$ cat src/design/asp_dummy_unused_marker.sv
// Intentionally holds no code; kept empty to preserve file ordering
`default_nettype none
`default_nettype wire

$ cat src/design/asp_pkg.sv
// Constants, register map and types for the multiprocessor async serial port
// How it works
// - Address-bit mode adds one bit after data: 1 first frame, 0 later.
// - Buffer-to-shifter move copies wake request to temp flag, then clears request.
// - Buffer and wake request accept writes once shifter and temp flag load.
// - Frame: start, one to eight data, optional parity, one or two stops.
// - Every bit lasts exactly eight sample ticks.
// - Start accepted after four low ticks in a row; high restarts search.
// - Bits sampled at ticks four, five, six; two-of-three majority decides.
// - Control one bit 0 enables receiver, bit 1 enables transmitter.
// - Complete frame moves to rx buffer, sets ready (status bit 6), requests interrupt.
// - Reading rx buffer clears receive-ready.
// - Receiver disabled: keep assembling, never update rx buffer.
// - Tx buffer write drops tx ready; move to shifter raises it, interrupts.
// - Clearing transmitter enable lets the current character finish.
// - Last character done and buffer empty shows transmitter empty.
// - Receive error is OR of framing, overrun, break and parity errors.
// - Disabled interrupts are suppressed; flags keep updating.
// - Separate rx and tx requests with priority; rx wins ties.
// - Line low 9.625 bits after missing stop sets break (status bit 5).
// - Ready and break gated by control two bit 1; errors by control one bit 6.
// - Each buffer-to-shifter move sets tx ready (bit 7) and tx interrupt; a tx buffer write in the same cycle keeps them clear.
// - Bit clock from 16-bit divisor; top rate is clock over sixteen.
// - Sleep set: no flags or interrupts unless frame address bit is 1.
// - Comm control: 2-0 length, 3 address mode, 5 parity, 6 even, 7 two stops.
`default_nettype none
package asp_pkg;
	// ----------------------------------------
	// Register indices (byte address is index times four)
	// ----------------------------------------
	localparam logic [3:0] REG_CCR = 4'h0;
	localparam logic [3:0] REG_CTL1 = 4'h1;
	localparam logic [3:0] REG_HBAUD = 4'h2;
	localparam logic [3:0] REG_LBAUD = 4'h3;
	localparam logic [3:0] REG_CTL2 = 4'h4;
	localparam logic [3:0] REG_RXST = 4'h5;
	localparam logic [3:0] REG_RXBUF = 4'h7;
	localparam logic [3:0] REG_TXBUF = 4'h9;
	localparam logic [3:0] REG_PRIO = 4'hF;
	// ----------------------------------------
	// Field positions
	// ----------------------------------------
	localparam int CTL1_RX_ON = 0;
	localparam int CTL1_TX_ON = 1;
	localparam int CTL1_SLEEP = 2;
	localparam int CTL1_WAKE_REQ = 3;
	localparam int CTL1_ERRIE = 6;
	localparam int CTL2_TXIE = 0;
	localparam int CTL2_RXIE = 1;
	localparam int RXST_WAKE = 1;
	localparam int RXST_PARITY = 2;
	localparam int RXST_OE = 3;
	localparam int RXST_FRAMING = 4;
	localparam int RXST_BRK = 5;
	localparam int PRIO_RX = 0;
	localparam int PRIO_TX = 1;
	// ----------------------------------------
	// Reset values and timing
	// ----------------------------------------
	localparam logic [7:0] CCR_RESET = 8'h07;
	localparam logic [7:0] BAUD_RESET = 8'h00;
	localparam logic [2:0] LAST_TICK = 3'h7;
	localparam logic [1:0] START_LOW_LAST = 2'h3;
	localparam logic [2:0] SAMPLE_A = 3'h3;
	localparam logic [2:0] SAMPLE_B = 3'h4;
	localparam logic [2:0] SAMPLE_C = 3'h5;
	localparam logic [2:0] START_RESUME = 3'h4;
	localparam int TICKS_PER_BIT = 8;
	localparam int BREAK_MILLIBITS = 9625;
	localparam int BREAK_TICKS = (BREAK_MILLIBITS * TICKS_PER_BIT + 999) / 1000;
	// ----------------------------------------
	// Types
	// ----------------------------------------
	typedef struct packed {
		logic stop2;
		logic even;
		logic par_en;
		logic spare;
		logic mp_mode;
		logic [2:0] char_length_field;
	} asp_ccr_type;
	typedef enum logic [2:0] {TX_IDLE, TX_START, TX_DATA, TX_ADDR, TX_PARITY, TX_STOP1, TX_STOP2} asp_tx_state_type;
	typedef enum logic [2:0] {RX_HUNT, RX_START, RX_DATA, RX_ADDR, RX_PARITY, RX_STOP, RX_BREAK} asp_rx_state_type;
endpackage
`default_nettype wire

$ cat src/design/asp_serial_port.sv
// Multiprocessor async serial port with APB register access
//
// Added by the designer: the register addresses and the APB interface to the registers.
`default_nettype none
module asp_serial_port import asp_pkg::*; #(
	parameter int ADDR_W = 6
) (
	// Clock and reset
	input wire logic pclk,
	input wire logic presetn,
	// APB slave
	input wire logic psel,
	input wire logic penable,
	input wire logic pwrite,
	input wire logic [ADDR_W-1:0] paddr,
	input wire logic [31:0] pwdata,
	output logic [31:0] prdata,
	output logic pready,
	output logic pslverr,
	// Serial line
	input wire logic rx_data_pin,
	output logic tx_data_pin,
	// Interrupt requests
	output logic rx_irq,
	output logic tx_irq,
	output logic rx_irq_high_pri,
	output logic tx_irq_high_pri,
	output logic grant_rx,
	output logic grant_tx
);
	// ----------------------------------------
	// Register decode
	// ----------------------------------------
	function automatic logic [3:0] reg_index(input logic [ADDR_W-1:0] a);
		return a[5:2];
	endfunction

	function automatic logic is_mapped(input logic [ADDR_W-1:0] a);
		logic [3:0] i;
		i = a[5:2];
		if (a[1:0] != 2'h0 || (a >> 6) != '0) begin
			return 1'b0;
		end else if (i == REG_CCR || i == REG_CTL1 || i == REG_HBAUD || i == REG_LBAUD) begin
			return 1'b1;
		end else if (i == REG_CTL2 || i == REG_RXST || i == REG_RXBUF || i == REG_TXBUF) begin
			return 1'b1;
		end else begin
			return i == REG_PRIO;
		end
	endfunction

	function automatic logic [7:0] char_mask(input logic [2:0] len);
		return 8'hFF >> (3'h7 - len);
	endfunction

	logic access;
	logic wr;
	logic rd;
	assign access = psel & penable & is_mapped(paddr);
	assign wr = access & pwrite;
	assign rd = access & ~pwrite;
	assign pready = 1'b1;
	assign pslverr = psel & penable & ~is_mapped(paddr);

	logic ccr_wr, ctl1_wr, txbuf_wr, rxbuf_rd, rxst_wr;
	assign ccr_wr = wr && reg_index(paddr) == REG_CCR;
	assign ctl1_wr = wr && reg_index(paddr) == REG_CTL1;
	assign txbuf_wr = wr && reg_index(paddr) == REG_TXBUF;
	assign rxst_wr = wr && reg_index(paddr) == REG_RXST;
	assign rxbuf_rd = rd && reg_index(paddr) == REG_RXBUF;

	// ----------------------------------------
	// Control registers
	// ----------------------------------------
	asp_ccr_type ccr;
	logic receiver_enable_bit, transmitter_enable_bit, sleep_bit, rx_err_irq_enable;
	logic rx_break_irq_enable, tx_irq_enable, rx_hi, tx_hi;
	logic [7:0] baud_hi, baud_lo;
	always_ff @(posedge pclk or negedge presetn) begin
		if (!presetn) begin
			ccr <= asp_ccr_type'(CCR_RESET);
			receiver_enable_bit <= 1'b0;
			transmitter_enable_bit <= 1'b0;
			sleep_bit <= 1'b0;
			rx_err_irq_enable <= 1'b0;
			rx_break_irq_enable <= 1'b0;
			tx_irq_enable <= 1'b0;
			rx_hi <= 1'b0;
			tx_hi <= 1'b0;
			baud_hi <= BAUD_RESET;
			baud_lo <= BAUD_RESET;
		end else if (wr) begin
			if (ccr_wr) begin
				ccr <= asp_ccr_type'(pwdata[7:0]);
			end else if (ctl1_wr) begin
				receiver_enable_bit <= pwdata[CTL1_RX_ON];
				transmitter_enable_bit <= pwdata[CTL1_TX_ON];
				sleep_bit <= pwdata[CTL1_SLEEP];
				rx_err_irq_enable <= pwdata[CTL1_ERRIE];
			end else if (reg_index(paddr) == REG_HBAUD) begin
				baud_hi <= pwdata[7:0];
			end else if (reg_index(paddr) == REG_LBAUD) begin
				baud_lo <= pwdata[7:0];
			end else if (reg_index(paddr) == REG_CTL2) begin
				tx_irq_enable <= pwdata[CTL2_TXIE];
				rx_break_irq_enable <= pwdata[CTL2_RXIE];
			end else if (reg_index(paddr) == REG_PRIO) begin
				rx_hi <= pwdata[PRIO_RX];
				tx_hi <= pwdata[PRIO_TX];
			end
		end
	end

	// ----------------------------------------
	// Baud divider: one tick per eighth of a bit
	// ----------------------------------------
	// Divisor zero is treated as one so a bit never runs faster than clock/16
	logic [15:0] baud_divisor, div_last, div_cnt;
	logic baud_tick;
	assign baud_divisor = {baud_hi, baud_lo};
	assign div_last = (baud_divisor == 16'h0000) ? 16'h0001 : baud_divisor;
	assign baud_tick = div_cnt == div_last;
	always_ff @(posedge pclk or negedge presetn) begin
		if (!presetn) begin
			div_cnt <= 16'h0000;
		end else if (baud_tick) begin
			div_cnt <= 16'h0000;
		end else begin
			div_cnt <= div_cnt + 16'h0001;
		end
	end

	// ----------------------------------------
	// Transmitter
	// ----------------------------------------
	asp_tx_state_type tx_state;
	logic [7:0] tx_buffer, tx_shift_register;
	logic tx_buf_full, tx_wake_request, wake_temp_flag, tx_par;
	logic [2:0] tx_tick_cnt, tx_bit_cnt;
	logic tx_load, tx_bit_end, tx_ready_flag, tx_empty, tx_line;
	assign tx_load = tx_state == TX_IDLE && tx_buf_full && transmitter_enable_bit;
	assign tx_bit_end = baud_tick && tx_state != TX_IDLE && tx_tick_cnt == LAST_TICK;
	assign tx_ready_flag = ~tx_buf_full;
	assign tx_empty = ~tx_buf_full && tx_state == TX_IDLE;

	always_ff @(posedge pclk or negedge presetn) begin
		if (!presetn) begin
			tx_buffer <= 8'h00;
			tx_buf_full <= 1'b0;
		end else if (txbuf_wr) begin
			tx_buffer <= pwdata[7:0] & char_mask(ccr.char_length_field);
			tx_buf_full <= 1'b1;
		end else if (tx_load) begin
			tx_buf_full <= 1'b0;
		end
	end

	// A wake request written in the load cycle survives for the next frame
	always_ff @(posedge pclk or negedge presetn) begin
		if (!presetn) begin
			tx_wake_request <= 1'b0;
		end else if (ctl1_wr) begin
			tx_wake_request <= pwdata[CTL1_WAKE_REQ];
		end else if (tx_load) begin
			tx_wake_request <= 1'b0;
		end
	end

	always_ff @(posedge pclk or negedge presetn) begin
		if (!presetn) begin
			tx_state <= TX_IDLE;
			tx_shift_register <= 8'h00;
			wake_temp_flag <= 1'b0;
			tx_par <= 1'b0;
			tx_tick_cnt <= 3'h0;
			tx_bit_cnt <= 3'h0;
		end else if (tx_load) begin
			tx_shift_register <= tx_buffer;
			wake_temp_flag <= tx_wake_request;
			tx_par <= ^tx_buffer ^ (ccr.mp_mode & tx_wake_request) ^ ~ccr.even;
			tx_tick_cnt <= 3'h0;
			tx_bit_cnt <= 3'h0;
			tx_state <= TX_START;
		end else if (baud_tick && tx_state != TX_IDLE) begin
			tx_tick_cnt <= tx_tick_cnt + 3'h1;
			if (tx_bit_end) begin
				case (tx_state)
					TX_START: begin
						tx_state <= TX_DATA;
					end
					TX_DATA: begin
						tx_shift_register <= tx_shift_register >> 1;
						tx_bit_cnt <= tx_bit_cnt + 3'h1;
						if (tx_bit_cnt == ccr.char_length_field) begin
							tx_state <= ccr.mp_mode ? TX_ADDR : (ccr.par_en ? TX_PARITY : TX_STOP1);
						end
					end
					TX_ADDR: begin
						tx_state <= ccr.par_en ? TX_PARITY : TX_STOP1;
					end
					TX_PARITY: begin
						tx_state <= TX_STOP1;
					end
					TX_STOP1: begin
						tx_state <= ccr.stop2 ? TX_STOP2 : TX_IDLE;
					end
					default: begin
						tx_state <= TX_IDLE;
					end
				endcase
			end
		end
	end

	always_comb begin
		case (tx_state)
			TX_START: tx_line = 1'b0;
			TX_DATA: tx_line = tx_shift_register[0];
			TX_ADDR: tx_line = wake_temp_flag;
			TX_PARITY: tx_line = tx_par;
			default: tx_line = 1'b1;
		endcase
	end

	always_ff @(posedge pclk or negedge presetn) begin
		if (!presetn) begin
			tx_data_pin <= 1'b1;
		end else begin
			tx_data_pin <= tx_line;
		end
	end

	// ----------------------------------------
	// Receiver
	// ----------------------------------------
	asp_rx_state_type rx_state;
	logic [7:0] rx_shift_register, rx_buffer;
	logic [2:0] rx_tick_cnt, rx_bit_cnt;
	logic [1:0] low_cnt;
	logic [6:0] break_cnt;
	logic samp_a, samp_b, maj, decide, rx_par, rx_addr_bit, par_bad;
	logic frame_done, rx_commit, stop_ok;
	logic rx_ready_flag, break_detect_flag, framing_error_flag, parity_error_flag, overrun_flag, rx_wake_flag;
	logic rx_error;
	assign maj = (samp_a & samp_b) | (samp_a & rx_data_pin) | (samp_b & rx_data_pin);
	assign decide = baud_tick && rx_tick_cnt == SAMPLE_C;
	assign frame_done = decide && rx_state == RX_STOP;
	assign stop_ok = maj;
	// Sleep keeps the receiver running but hides every non-address frame
	assign rx_commit = frame_done && receiver_enable_bit
		&& (!sleep_bit || (ccr.mp_mode && rx_addr_bit));
	assign rx_error = framing_error_flag | overrun_flag | break_detect_flag | parity_error_flag;

	always_ff @(posedge pclk or negedge presetn) begin
		if (!presetn) begin
			samp_a <= 1'b1;
			samp_b <= 1'b1;
		end else if (baud_tick && rx_tick_cnt == SAMPLE_A) begin
			samp_a <= rx_data_pin;
		end else if (baud_tick && rx_tick_cnt == SAMPLE_B) begin
			samp_b <= rx_data_pin;
		end
	end

	always_ff @(posedge pclk or negedge presetn) begin
		if (!presetn) begin
			rx_state <= RX_HUNT;
			rx_shift_register <= 8'h00;
			rx_tick_cnt <= 3'h0;
			rx_bit_cnt <= 3'h0;
			low_cnt <= 2'h0;
			break_cnt <= 7'h00;
			rx_par <= 1'b0;
			rx_addr_bit <= 1'b0;
			par_bad <= 1'b0;
		end else if (baud_tick) begin
			rx_tick_cnt <= rx_tick_cnt + 3'h1;
			case (rx_state)
				RX_HUNT: begin
					if (rx_data_pin) begin
						low_cnt <= 2'h0;
					end else if (low_cnt == START_LOW_LAST) begin
						low_cnt <= 2'h0;
						rx_tick_cnt <= START_RESUME;
						rx_bit_cnt <= 3'h0;
						rx_par <= 1'b0;
						rx_addr_bit <= 1'b0;
						par_bad <= 1'b0;
						rx_state <= RX_START;
					end else begin
						low_cnt <= low_cnt + 2'h1;
					end
				end
				RX_START: begin
					if (rx_tick_cnt == LAST_TICK) begin
						rx_state <= RX_DATA;
					end
				end
				RX_DATA: begin
					if (decide) begin
						rx_shift_register <= {maj, rx_shift_register[7:1]};
						rx_par <= rx_par ^ maj;
						rx_bit_cnt <= rx_bit_cnt + 3'h1;
						if (rx_bit_cnt == ccr.char_length_field) begin
							rx_state <= ccr.mp_mode ? RX_ADDR : (ccr.par_en ? RX_PARITY : RX_STOP);
						end
					end
				end
				RX_ADDR: begin
					if (decide) begin
						rx_addr_bit <= maj;
						rx_par <= rx_par ^ maj;
						rx_state <= ccr.par_en ? RX_PARITY : RX_STOP;
					end
				end
				RX_PARITY: begin
					if (decide) begin
						par_bad <= rx_par ^ maj ^ ~ccr.even;
						rx_state <= RX_STOP;
					end
				end
				RX_STOP: begin
					if (decide) begin
						break_cnt <= 7'h00;
						rx_state <= stop_ok ? RX_HUNT : RX_BREAK;
					end
				end
				default: begin
					if (rx_data_pin) begin
						rx_state <= RX_HUNT;
					end else if (break_cnt != 7'(BREAK_TICKS)) begin
						break_cnt <= break_cnt + 7'h01;
					end
				end
			endcase
		end
	end

	// Receive buffer and flags; a hardware set beats a same-cycle clear
	always_ff @(posedge pclk or negedge presetn) begin
		if (!presetn) begin
			rx_buffer <= 8'h00;
			rx_wake_flag <= 1'b0;
		end else if (rx_commit) begin
			rx_buffer <= rx_shift_register >> (3'h7 - ccr.char_length_field);
			rx_wake_flag <= rx_addr_bit;
		end
	end

	always_ff @(posedge pclk or negedge presetn) begin
		if (!presetn) begin
			rx_ready_flag <= 1'b0;
		end else if (rx_commit) begin
			rx_ready_flag <= 1'b1;
		end else if (rxbuf_rd) begin
			rx_ready_flag <= 1'b0;
		end
	end

	always_ff @(posedge pclk or negedge presetn) begin
		if (!presetn) begin
			framing_error_flag <= 1'b0;
			parity_error_flag <= 1'b0;
			overrun_flag <= 1'b0;
		end else begin
			framing_error_flag <= (rx_commit && !stop_ok)
				|| (framing_error_flag && !(rxst_wr && pwdata[RXST_FRAMING]));
			parity_error_flag <= (rx_commit && ccr.par_en && par_bad)
				|| (parity_error_flag && !(rxst_wr && pwdata[RXST_PARITY]));
			overrun_flag <= (rx_commit && rx_ready_flag && !rxbuf_rd)
				|| (overrun_flag && !(rxst_wr && pwdata[RXST_OE]));
		end
	end

	always_ff @(posedge pclk or negedge presetn) begin
		if (!presetn) begin
			break_detect_flag <= 1'b0;
		end else if (baud_tick && rx_state == RX_BREAK && !rx_data_pin && break_cnt == 7'(BREAK_TICKS - 1)
			&& (!sleep_bit || (ccr.mp_mode && rx_addr_bit))) begin
			break_detect_flag <= 1'b1;
		end else if (rxst_wr && pwdata[RXST_BRK]) begin
			break_detect_flag <= 1'b0;
		end
	end

	// ----------------------------------------
	// Interrupt requests and read data
	// ----------------------------------------
	assign rx_irq = (rx_break_irq_enable & (rx_ready_flag | break_detect_flag))
		| (rx_err_irq_enable & rx_error);
	assign tx_irq = tx_irq_enable & tx_ready_flag;
	assign rx_irq_high_pri = rx_hi;
	assign tx_irq_high_pri = tx_hi;
	assign grant_rx = rx_irq & (rx_hi | ~tx_irq | ~tx_hi);
	assign grant_tx = tx_irq & ~grant_rx;

	logic [31:0] read_value;
	always_comb begin
		if (reg_index(paddr) == REG_CCR) begin
			read_value = {24'h000000, ccr};
		end else if (reg_index(paddr) == REG_CTL1) begin
			read_value = {24'h000000, 1'b0, rx_err_irq_enable, 2'h0, tx_wake_request, sleep_bit,
				transmitter_enable_bit, receiver_enable_bit};
		end else if (reg_index(paddr) == REG_HBAUD) begin
			read_value = {24'h000000, baud_hi};
		end else if (reg_index(paddr) == REG_LBAUD) begin
			read_value = {24'h000000, baud_lo};
		end else if (reg_index(paddr) == REG_CTL2) begin
			read_value = {24'h000000, tx_ready_flag, tx_empty, 4'h0, rx_break_irq_enable, tx_irq_enable};
		end else if (reg_index(paddr) == REG_RXST) begin
			read_value = {24'h000000, rx_error, rx_ready_flag, break_detect_flag, framing_error_flag,
				overrun_flag, parity_error_flag, rx_wake_flag, 1'b0};
		end else if (reg_index(paddr) == REG_RXBUF) begin
			read_value = {24'h000000, rx_buffer};
		end else if (reg_index(paddr) == REG_TXBUF) begin
			read_value = {24'h000000, tx_buffer};
		end else if (reg_index(paddr) == REG_PRIO) begin
			read_value = {30'h0, tx_hi, rx_hi};
		end else begin
			read_value = 32'h00000000;
		end
	end

	// Captured in the setup cycle so the access phase sees a flop output
	always_ff @(posedge pclk or negedge presetn) begin
		if (!presetn) begin
			prdata <= 32'h00000000;
		end else if (psel && !penable && !pwrite) begin
			prdata <= read_value;
		end
	end
endmodule
`default_nettype wire

$ cat config.mk
export PLATFORM = sky130hd
export DESIGN_NAME = asp_serial_port
export DESIGN_NICKNAME = d
export VERILOG_FILES = /design/src/design/asp_dummy_unused_marker.sv /design/src/design/asp_pkg.sv /design/src/design/asp_serial_port.sv
export SDC_FILE = /design/constraint.sdc
export NUM_CORES = 1
export LEC_CHECK = 0
export BUFFER_PORTS_ARGS = -buffer_cell sky130_fd_sc_hd__buf_2
export CAP_MARGIN = 20
export CORE_MARGIN = 10
export CORE_UTILIZATION = 66
export CTS_BUF_LIST = sky130_fd_sc_hd__clkbuf_2
export DETAILED_ROUTE_END_ITERATION = 8
export GPL_ROUTABILITY_DRIVEN = 1
export PLACE_DENSITY = 0.94
export REMOVE_ABC_BUFFERS = 1
export SETUP_SLACK_MARGIN = 0.4
export SLEW_MARGIN = 20
export SYNTH_ARGS = -nofsm -noshare
export SYNTH_HDL_FRONTEND = slang
export SYNTH_SLANG_ARGS = --single-unit
$ cat constraint.sdc
create_clock -name pclk -period 6.7 [get_ports pclk]
set_clock_uncertainty 0.05 [all_clocks]
set_input_delay 0.335 -clock pclk [delete_from_list [all_inputs] [get_ports pclk]]
set_output_delay 0.335 -clock pclk [all_outputs]
set_load 0.005 [all_outputs]
==> results.txt, run 1 <==
* Origin of the worst min-delay path: psel
- Total number of H-tree levels: 4
* Clk Latency, worst-skew pair: 0.74 ns
* Synth Flop Type: dfrtp_1
- Crit. End Element: register
* Placed Instance Area: 7640 um2
- Starting density of the core: 68.6%
* CTS clk-pin slew, worst paths: 0.19 ns
- Maximum frequency from static timing analysis: 0.275 GHz
* Total negative slack: 0 ns
* Reg-to-Reg End: overrun_flag
- Core Rows: 38
- Yosys attributes the largest share of cell area to dfrtp_1 (42%), mux2_2 (4.9%), nand2_1 (4.3%).
- Pin count of the biggest net entering global routing: 79
- Cell type of the slowest stage on the worst timing path: nor2_4
- FF-to-FF path depth: 7
- Ports: 85
- Number of sinks driven by the clock tree: 131
* Final routed DRC violation total: 2
- The average instance in the mapped netlist occupies 9.77 um2.
- Final hold analysis gives a worst-case slack of 0.0515 ns.
- Global-route wire length before repair: 30.9 mm
- Post-layout total power: 1.93 mW
* Depth of the worst hold-timing path: 3
* Portion of the post-synthesis area used by sequential elements: 43.6%
* Clock tree from TritonCTS: built
- Summed over all layers, the global routing overflow is 0.
* Largest vdd supply drop: 175 uV
- Via count of the first global-routing pass: 5916
- STA classifies the critical path startpoint as a register.
- The synthesized design contains 0 enable-type register cells.
- The total area inside the core boundary comes to 11000 um2.
- Hold WC Path Type: input port to register
- In the final routed layout, each cell accounts on average for 19.7 um.
- For the pin with the worst max-slew slack, the measured transition is 0.987 ns.
- The number of hold violations in the final report is 0.
- Fraction of met1 tracks used by global routing: 29.7%
- The area growth from synthesis to layout is 5.32%.
- met2 is the most crowded layer.
* Total routed wirelength: 18.8 mm
- The largest single stage delay on the critical path is 0.73 ns.
- Cell count after placement: 910
- The setup check on the worst reg-to-reg path leaves a slack of 3.06 ns.
- The net count of the finished layout is 860.
- The longest clock path from root to sink contains 2 buffers.
- Number of library cell types mapped by synthesis: 75
* Category of the critical setup timing path: register to register
- For this run, asynchronously set or reset flops after synthesis account for 100%.
- Warnings from Yosys: 0
- Pwr dens: 244 nW/um2
- Die height: 127 um
* Number of standard cells after synthesis: 771
- The largest total area in the synthesized netlist belongs to dfrtp_1.
* MaxCap Viol Count: 0
- In this run the tightest slew margin relative to its limit is 34.2%.
- Startpoint of the most critical register-to-register path: baud_lo[7]
* Share of the synthesized area in the top cell type: 41.5%
- Post-layout minimum cycle time: 3.64 ns
* Per-cell via count in the routed design: 6.39
* Synthesized cell area: 7530 um2
* Failing checks: DRC
- Critical Path Fanout Max: 33
- Cells fill 72.2% of the core in the end.
* Required time worst endpoint: 7.34 ns
- Resized cells post-CTS: 0
- Share of final-layout standard cells stronger than drive strength 1: 15.1%
- The number of clock buffers added by TritonCTS is 17.
- Hold path endpoint: prdata[6]
- The analysis attributes to cell leakage a power of 3.76 nW.
* Result of the run: finished, violations left
- Data on the critical path arrives at its endpoint at 4.28 ns.
* Worst Setup Slack, final: 3.06 ns
* Global routing met2 resource utilization: 36.8%
* Die ar.: 16100 um2
- At the end of routability-driven placement, the weighted congestion stood at 1.01.
- Final design instance area without fill: 7930 um2
- In this run, the number of DRC markers left after iteration 0 of detailed routing was 799.
- Across all layers, the routed design uses 6103 vias.
- Global routing used 23.5% of the available tracks across all layers.
- Root buf cell: clkbuf_2
* Final instance count without filler cells: 955
- Router iterations before antenna repair: 7
* DP HPWL: 13.5 mm
- The number of antenna violations at the first check in global routing was 0.
* Dpl ws: 3.48 ns
- Cell chain of the critical path: nor4_1, a41oi_1, xnor2_2, nor2_4, nand4_2, o2bb2ai_1, dlygate4sd3_1
* Final antenna-violating net count: 0
* Final Max Tran Viols: 0
- Portion of the clock cycle consumed by the worst path in the final layout: 54.3%
* Global routing met3 resource utilization: 6.16%
- In this run, synthesis produced a sequential element count of 131.
- During placement, the flow inserted port buffers numbering 35.
- Setup repair after global routing missed its margin: no
- Horizontal die dimension: 127 um
- Setup violations remaining at the end of the flow were counted as 0.
- 0 antenna diodes ended up in the layout.
power breakdown:
part	switching (mW)	internal [mW]
combinational	0.319	0.216
clock	0.280	0.102
sequential	0.126	0.889
worst max path at each step:
stage	slack, ns	from	to	cells past startpoint
global placement	3.57	baud_hi[2]	rx_buffer[2]	6
detailed placement	3.48	baud_hi[3]	rx_buffer[3]	6
CTS	3.13	baud_hi[3]	overrun_flag	7
global route	2.84	baud_lo[7]	overrun_flag	7
floorplan	4.15	baud_lo[7]	rx_buffer[1]	6
finish	3.06	baud_lo[7]	overrun_flag	7
cells by family after synthesis:
family                     Yosys count  synth area share, %
adders and majority gates           15                 2.46
muxes                               80                 11.6
other                                2               0.0997
DFF                                131                 43.6
buffers and inverters               78                 5.40
and+or+nand+nor                    260                 17.7
AOI/OAI and AO/OA                  159                 13.7
xor gates and xnor gates            46                 5.45
synth_stat cells (4+ instances only):
master,count
a21oi_1,28
a221oi_1,5
a22oi_1,7
a31oi_1,4
and2_1,8
and3_1,12
buf_2,4
buf_4,27
clkbuf_1,25
dfrtp_1,125
dfstp_2,6
ha_1,14
inv_1,17
mux2_1,23
mux2_2,33
mux2i_1,24
nand2_1,86
nand2b_1,10
nand3_1,30
nand4_1,4
nor2_1,50
nor2b_1,8
nor3_1,17
nor4_1,6
nor4_2,4
o21ai_0,45
o21ai_1,14
o22ai_1,4
o2bb2ai_1,6
o31ai_1,6
or3_1,5
xnor2_1,15
xor2_1,30
placed cells by master (no fill, tap or decap), types with 15 or more instances in the layout:
master | netlist | layout
nor2_1 | 50 | 50
mux2_1 | 23 | 23
xnor2_1 | 15 | 15
o21ai_0 | 45 | 45
dfrtp_1 | 125 | 125
a21oi_1 | 28 | 28
mux2_2 | 33 | 33
buf_2 | 4 | 34
mux2i_1 | 24 | 24
conb_1 | 2 | 25
nor3_1 | 17 | 17
nand3_1 | 30 | 30
inv_1 | 17 | 17
nand2_1 | 86 | 86
xor2_1 | 30 | 30
clkbuf_2 | 0 | 24
what timing repair did:
action	CTS	global route
hold endpoints to repair	101	0
hold buffers	13	0
buffers inserted	0	0
area by class of cell:
type                    instances  area [um2]
clock buffers                  24         120
fillers                       771        3050
clock inverters                 8        42.5
multi-input cells             585        3920
flip-flops and latches        131        3290
well taps                     140         175
inverters                      18        67.6
repair buffers                 49         315
state kept, by name, indices dropped and copies added, names as in the netlist, 3 cells and up:
register and count:
tx_tick_cnt 3, break_cnt 7, tx_bit_cnt 3, rx_shift_register 8, rx_tick_cnt 3, tx_buffer 8
rx_state 3, baud_hi 8, tx_shift_register 8, rx_bit_cnt 3, baud_lo 8, ccr 8
rx_buffer 8, prdata 8, tx_state 3, div_cnt 16
per-layer routing:
layer | routed length (um) | share of wire [%]
met1 | 7790 | 41
met2 | 8840 | 47
met3 | 1540 | 8.2
met4 | 658 | 3.5
met5 | 0 | 0
worst max-delay path, delay by kind of cell (launching register included):
kind                      cells  cell delay [ns]
DFF                           1             0.48
buffers and inverters         1             0.58
and+or+nand+nor               3             1.64
xor gates and xnor gates      1             0.30
AOI/OAI and AO/OA             2             0.56
Power figures use the tool's default switching activity.
==> run 2, diff against run 1 <==
Settings changed: CORE_UTILIZATION 66 to 61, PLACE_DENSITY 0.94 to 0.89.
Clock period 6.7 ns to 3.42 ns, I/O delays scaled along.
==> results.txt, run 2 (synthesis gave the netlist of run 1 again) <==
- Starting density of the core: 62.4%
- Largest register FFs: 16
* Largest buffer count on any clock path: 2
- Post-layout minimum cycle time: 2.90 ns
- The flow ran to the end, and the final reports show no timing, DRC or antenna violations.
- The finished cells cover 8330 um2.
- Entering global routing, the biggest net connects 103 pins.
* Overall Global Routing Usage: 22.6%
- Total routed wirelength: 19.9 mm
- In this run the remaining antenna-violating nets after routing total 0.
- From synthesis to final layout, the design area changed by 10.7%.
- Hold Slack: 0.0506 ns
* Setup repair after global routing missed its margin: no
* Ports: 85
- Number of failing hold endpoints at the final stage: 0
- The first global-routing pass estimated 32.5 mm of wire.
* Final #Nets: 880
* Worst slew pin tran: 0.939 ns
- Clock tree from TritonCTS: built
- Summed over all nets, the half-perimeter wirelength after detailed placement is 12.8 mm.
- Summed over all cells, the static leakage comes to 3.93 nW.
* Critical Path Source Type: input port
- Static timing analysis puts the maximum clock frequency at 0.345 GHz.
- Pwr dens: 517 nW/um2
* Rel. slew slack: 37.2%
* Critical Path Fanout Max: 8
- STA classifies the critical path endpoint as a register.
- Required time worst endpoint: 4.01 ns
* Die height: 131 um
- Leaving out fill and tap cells, the most frequent cell in the layout is dfrtp_1.
- In this run, the number of DRC markers left after iteration 0 of detailed routing was 953.
- Data arrives at the worst endpoint at 3.49 ns.
- The final critical path takes up 84.8% of the cycle.
- Port Buf Inserts: 35
* Via count: 6428
- Core Rows: 40
- Post-layout total power: 4.31 mW
- At the later pin of the worst-skew pair, clock insertion delay measures 0.74 ns.
* Most flops, register: div_cnt
* Total number of H-tree levels: 4
- In this run the clock root is driven by a clkbuf_2.
* Die ar.: 17200 um2
- Via count of the first global-routing pass: 6296
* Final routed DRC violation total: 0
* Final Max Tran Viols: 0
* Number of sinks driven by the clock tree: 131
- # setup viols final: 0
- Share of final-layout standard cells stronger than drive strength 1: 15.9%
- The number of antenna violations at the first check in global routing was 2.
* Total negative slack: 0 ns
- The tool flagged a number of max-cap violations equal to 0.
- Placed Instance Area: 7740 um2
* Category of the critical setup timing path: input port to register
- The first detailed-routing pass took 8 iterations.
- The min-delay analysis places its worst path in the category input port to register.
* Commonest cells after routing, fill and taps aside: dfrtp_1 (125), nand2_1 (86), nor2_1 (50)
- Total clock buffers created by CTS: 17
- At the end of routability-driven placement, the weighted congestion stood at 0.950.
* CTS clk-pin slew, worst paths: 0.20 ns
- Across the VDD grid, the largest voltage drop is 233 uV.
- In this run the standard cell core region covers 12100 um2.
* Sum of overflow across all layers after global routing: 0
- Routed wire length per instance: 19.8 um
* Horizontal die dimension: 131 um
- Per-cell via count in the routed design: 6.40
==> run 2: changes by cell type in the layout (fill, tap and decap cells not counted) <==
cell,delta
clkinv_2,-3
inv_6,+1
buf_12,+2
clkinv_4,+2
clkbuf_2,-6
diode_2,+2
buf_4,+8
bufinv_16,+6
dlygate4sd3_1,+10
==> run 2: worst max-delay path: stages <==
cell and delay [ns]:
dlygate4sd3_1 0.55, buf_2 0.13, or2_2 0.28, dlygate4sd3_1 0.60
nor4b_4 0.31, and2_1 0.22, nand3_2 0.24, mux2_1 0.41
dlygate4sd3_1 0.58
==> run 2: where the power goes <==
part / switching [mW] / leakage, nW / internal [mW]
clock: 0.613 / 0.180 / 0.628
sequential: 0.239 / 1.71 / 1.74
combinational: 0.641 / 2.03 / 0.449
==> run 2: final timing paths <==
kind                                start                   end  slack [ns]  cells after the start
max in group asynchronous         presetn                ccr[1]        2.36                      4
max reg2reg                    baud_lo[7]  tx_shift_register[3]        0.70                      6
max                              paddr[0]            baud_lo[3]        0.52                      9
min in group asynchronous         presetn   rx_break_irq_enable        0.39                      4
min reg2reg                wake_temp_flag        wake_temp_flag        0.45                      2
min                              paddr[4]       tx_irq_high_pri        0.05                      5
==> run 2: final cells by class <==
| cell class | instances | area [um2] |
|---|---|---|
| Clock buffer | 18 | 90.1 |
| Clock inverter | 14 | 234 |
| Sequential cell | 131 | 3290 |
| Fill cell | 835 | 3730 |
| Antenna cell | 2 | 5.00 |
| Tap cell | 168 | 210 |
| Multi-Input combinational cell | 585 | 3920 |
| Timing Repair Buffer | 69 | 515 |
| Inverter | 18 | 67.6 |
==> run 2: per-stage QoR <==
stage | cells | utilization, % | worst slack [ns]
finish | 1005 | 69.1 | 0.521
global route | 1005 | 69.1 | 0.452
CTS | 1002 | 69.0 | 0.472
detailed placement | 946 | 64.2 | 0.824
global placement | 946 | 64.2 | 0.874
floorplan | 734 | - | 0.875
==> run 2: routing by layer <==
metal	wire length (um)	share of wire, %	up-vias	GRT usage [%]
li1	-	-	2815	-
met4	823	4.1	0	10.2
met2	9270	47	441	35.3
met1	7630	38	3070	28.6
met5	0	0	-	0
met3	2180	11	102	6.48
==> run 2: what timing repair did <==
item	4_1_cts	5_1_grt
gates resized for setup	0	0
setup endpoints to repair	0	1
endpoints found under the hold margin	184	0
setup buffers	0	1
hold buffers	24	0
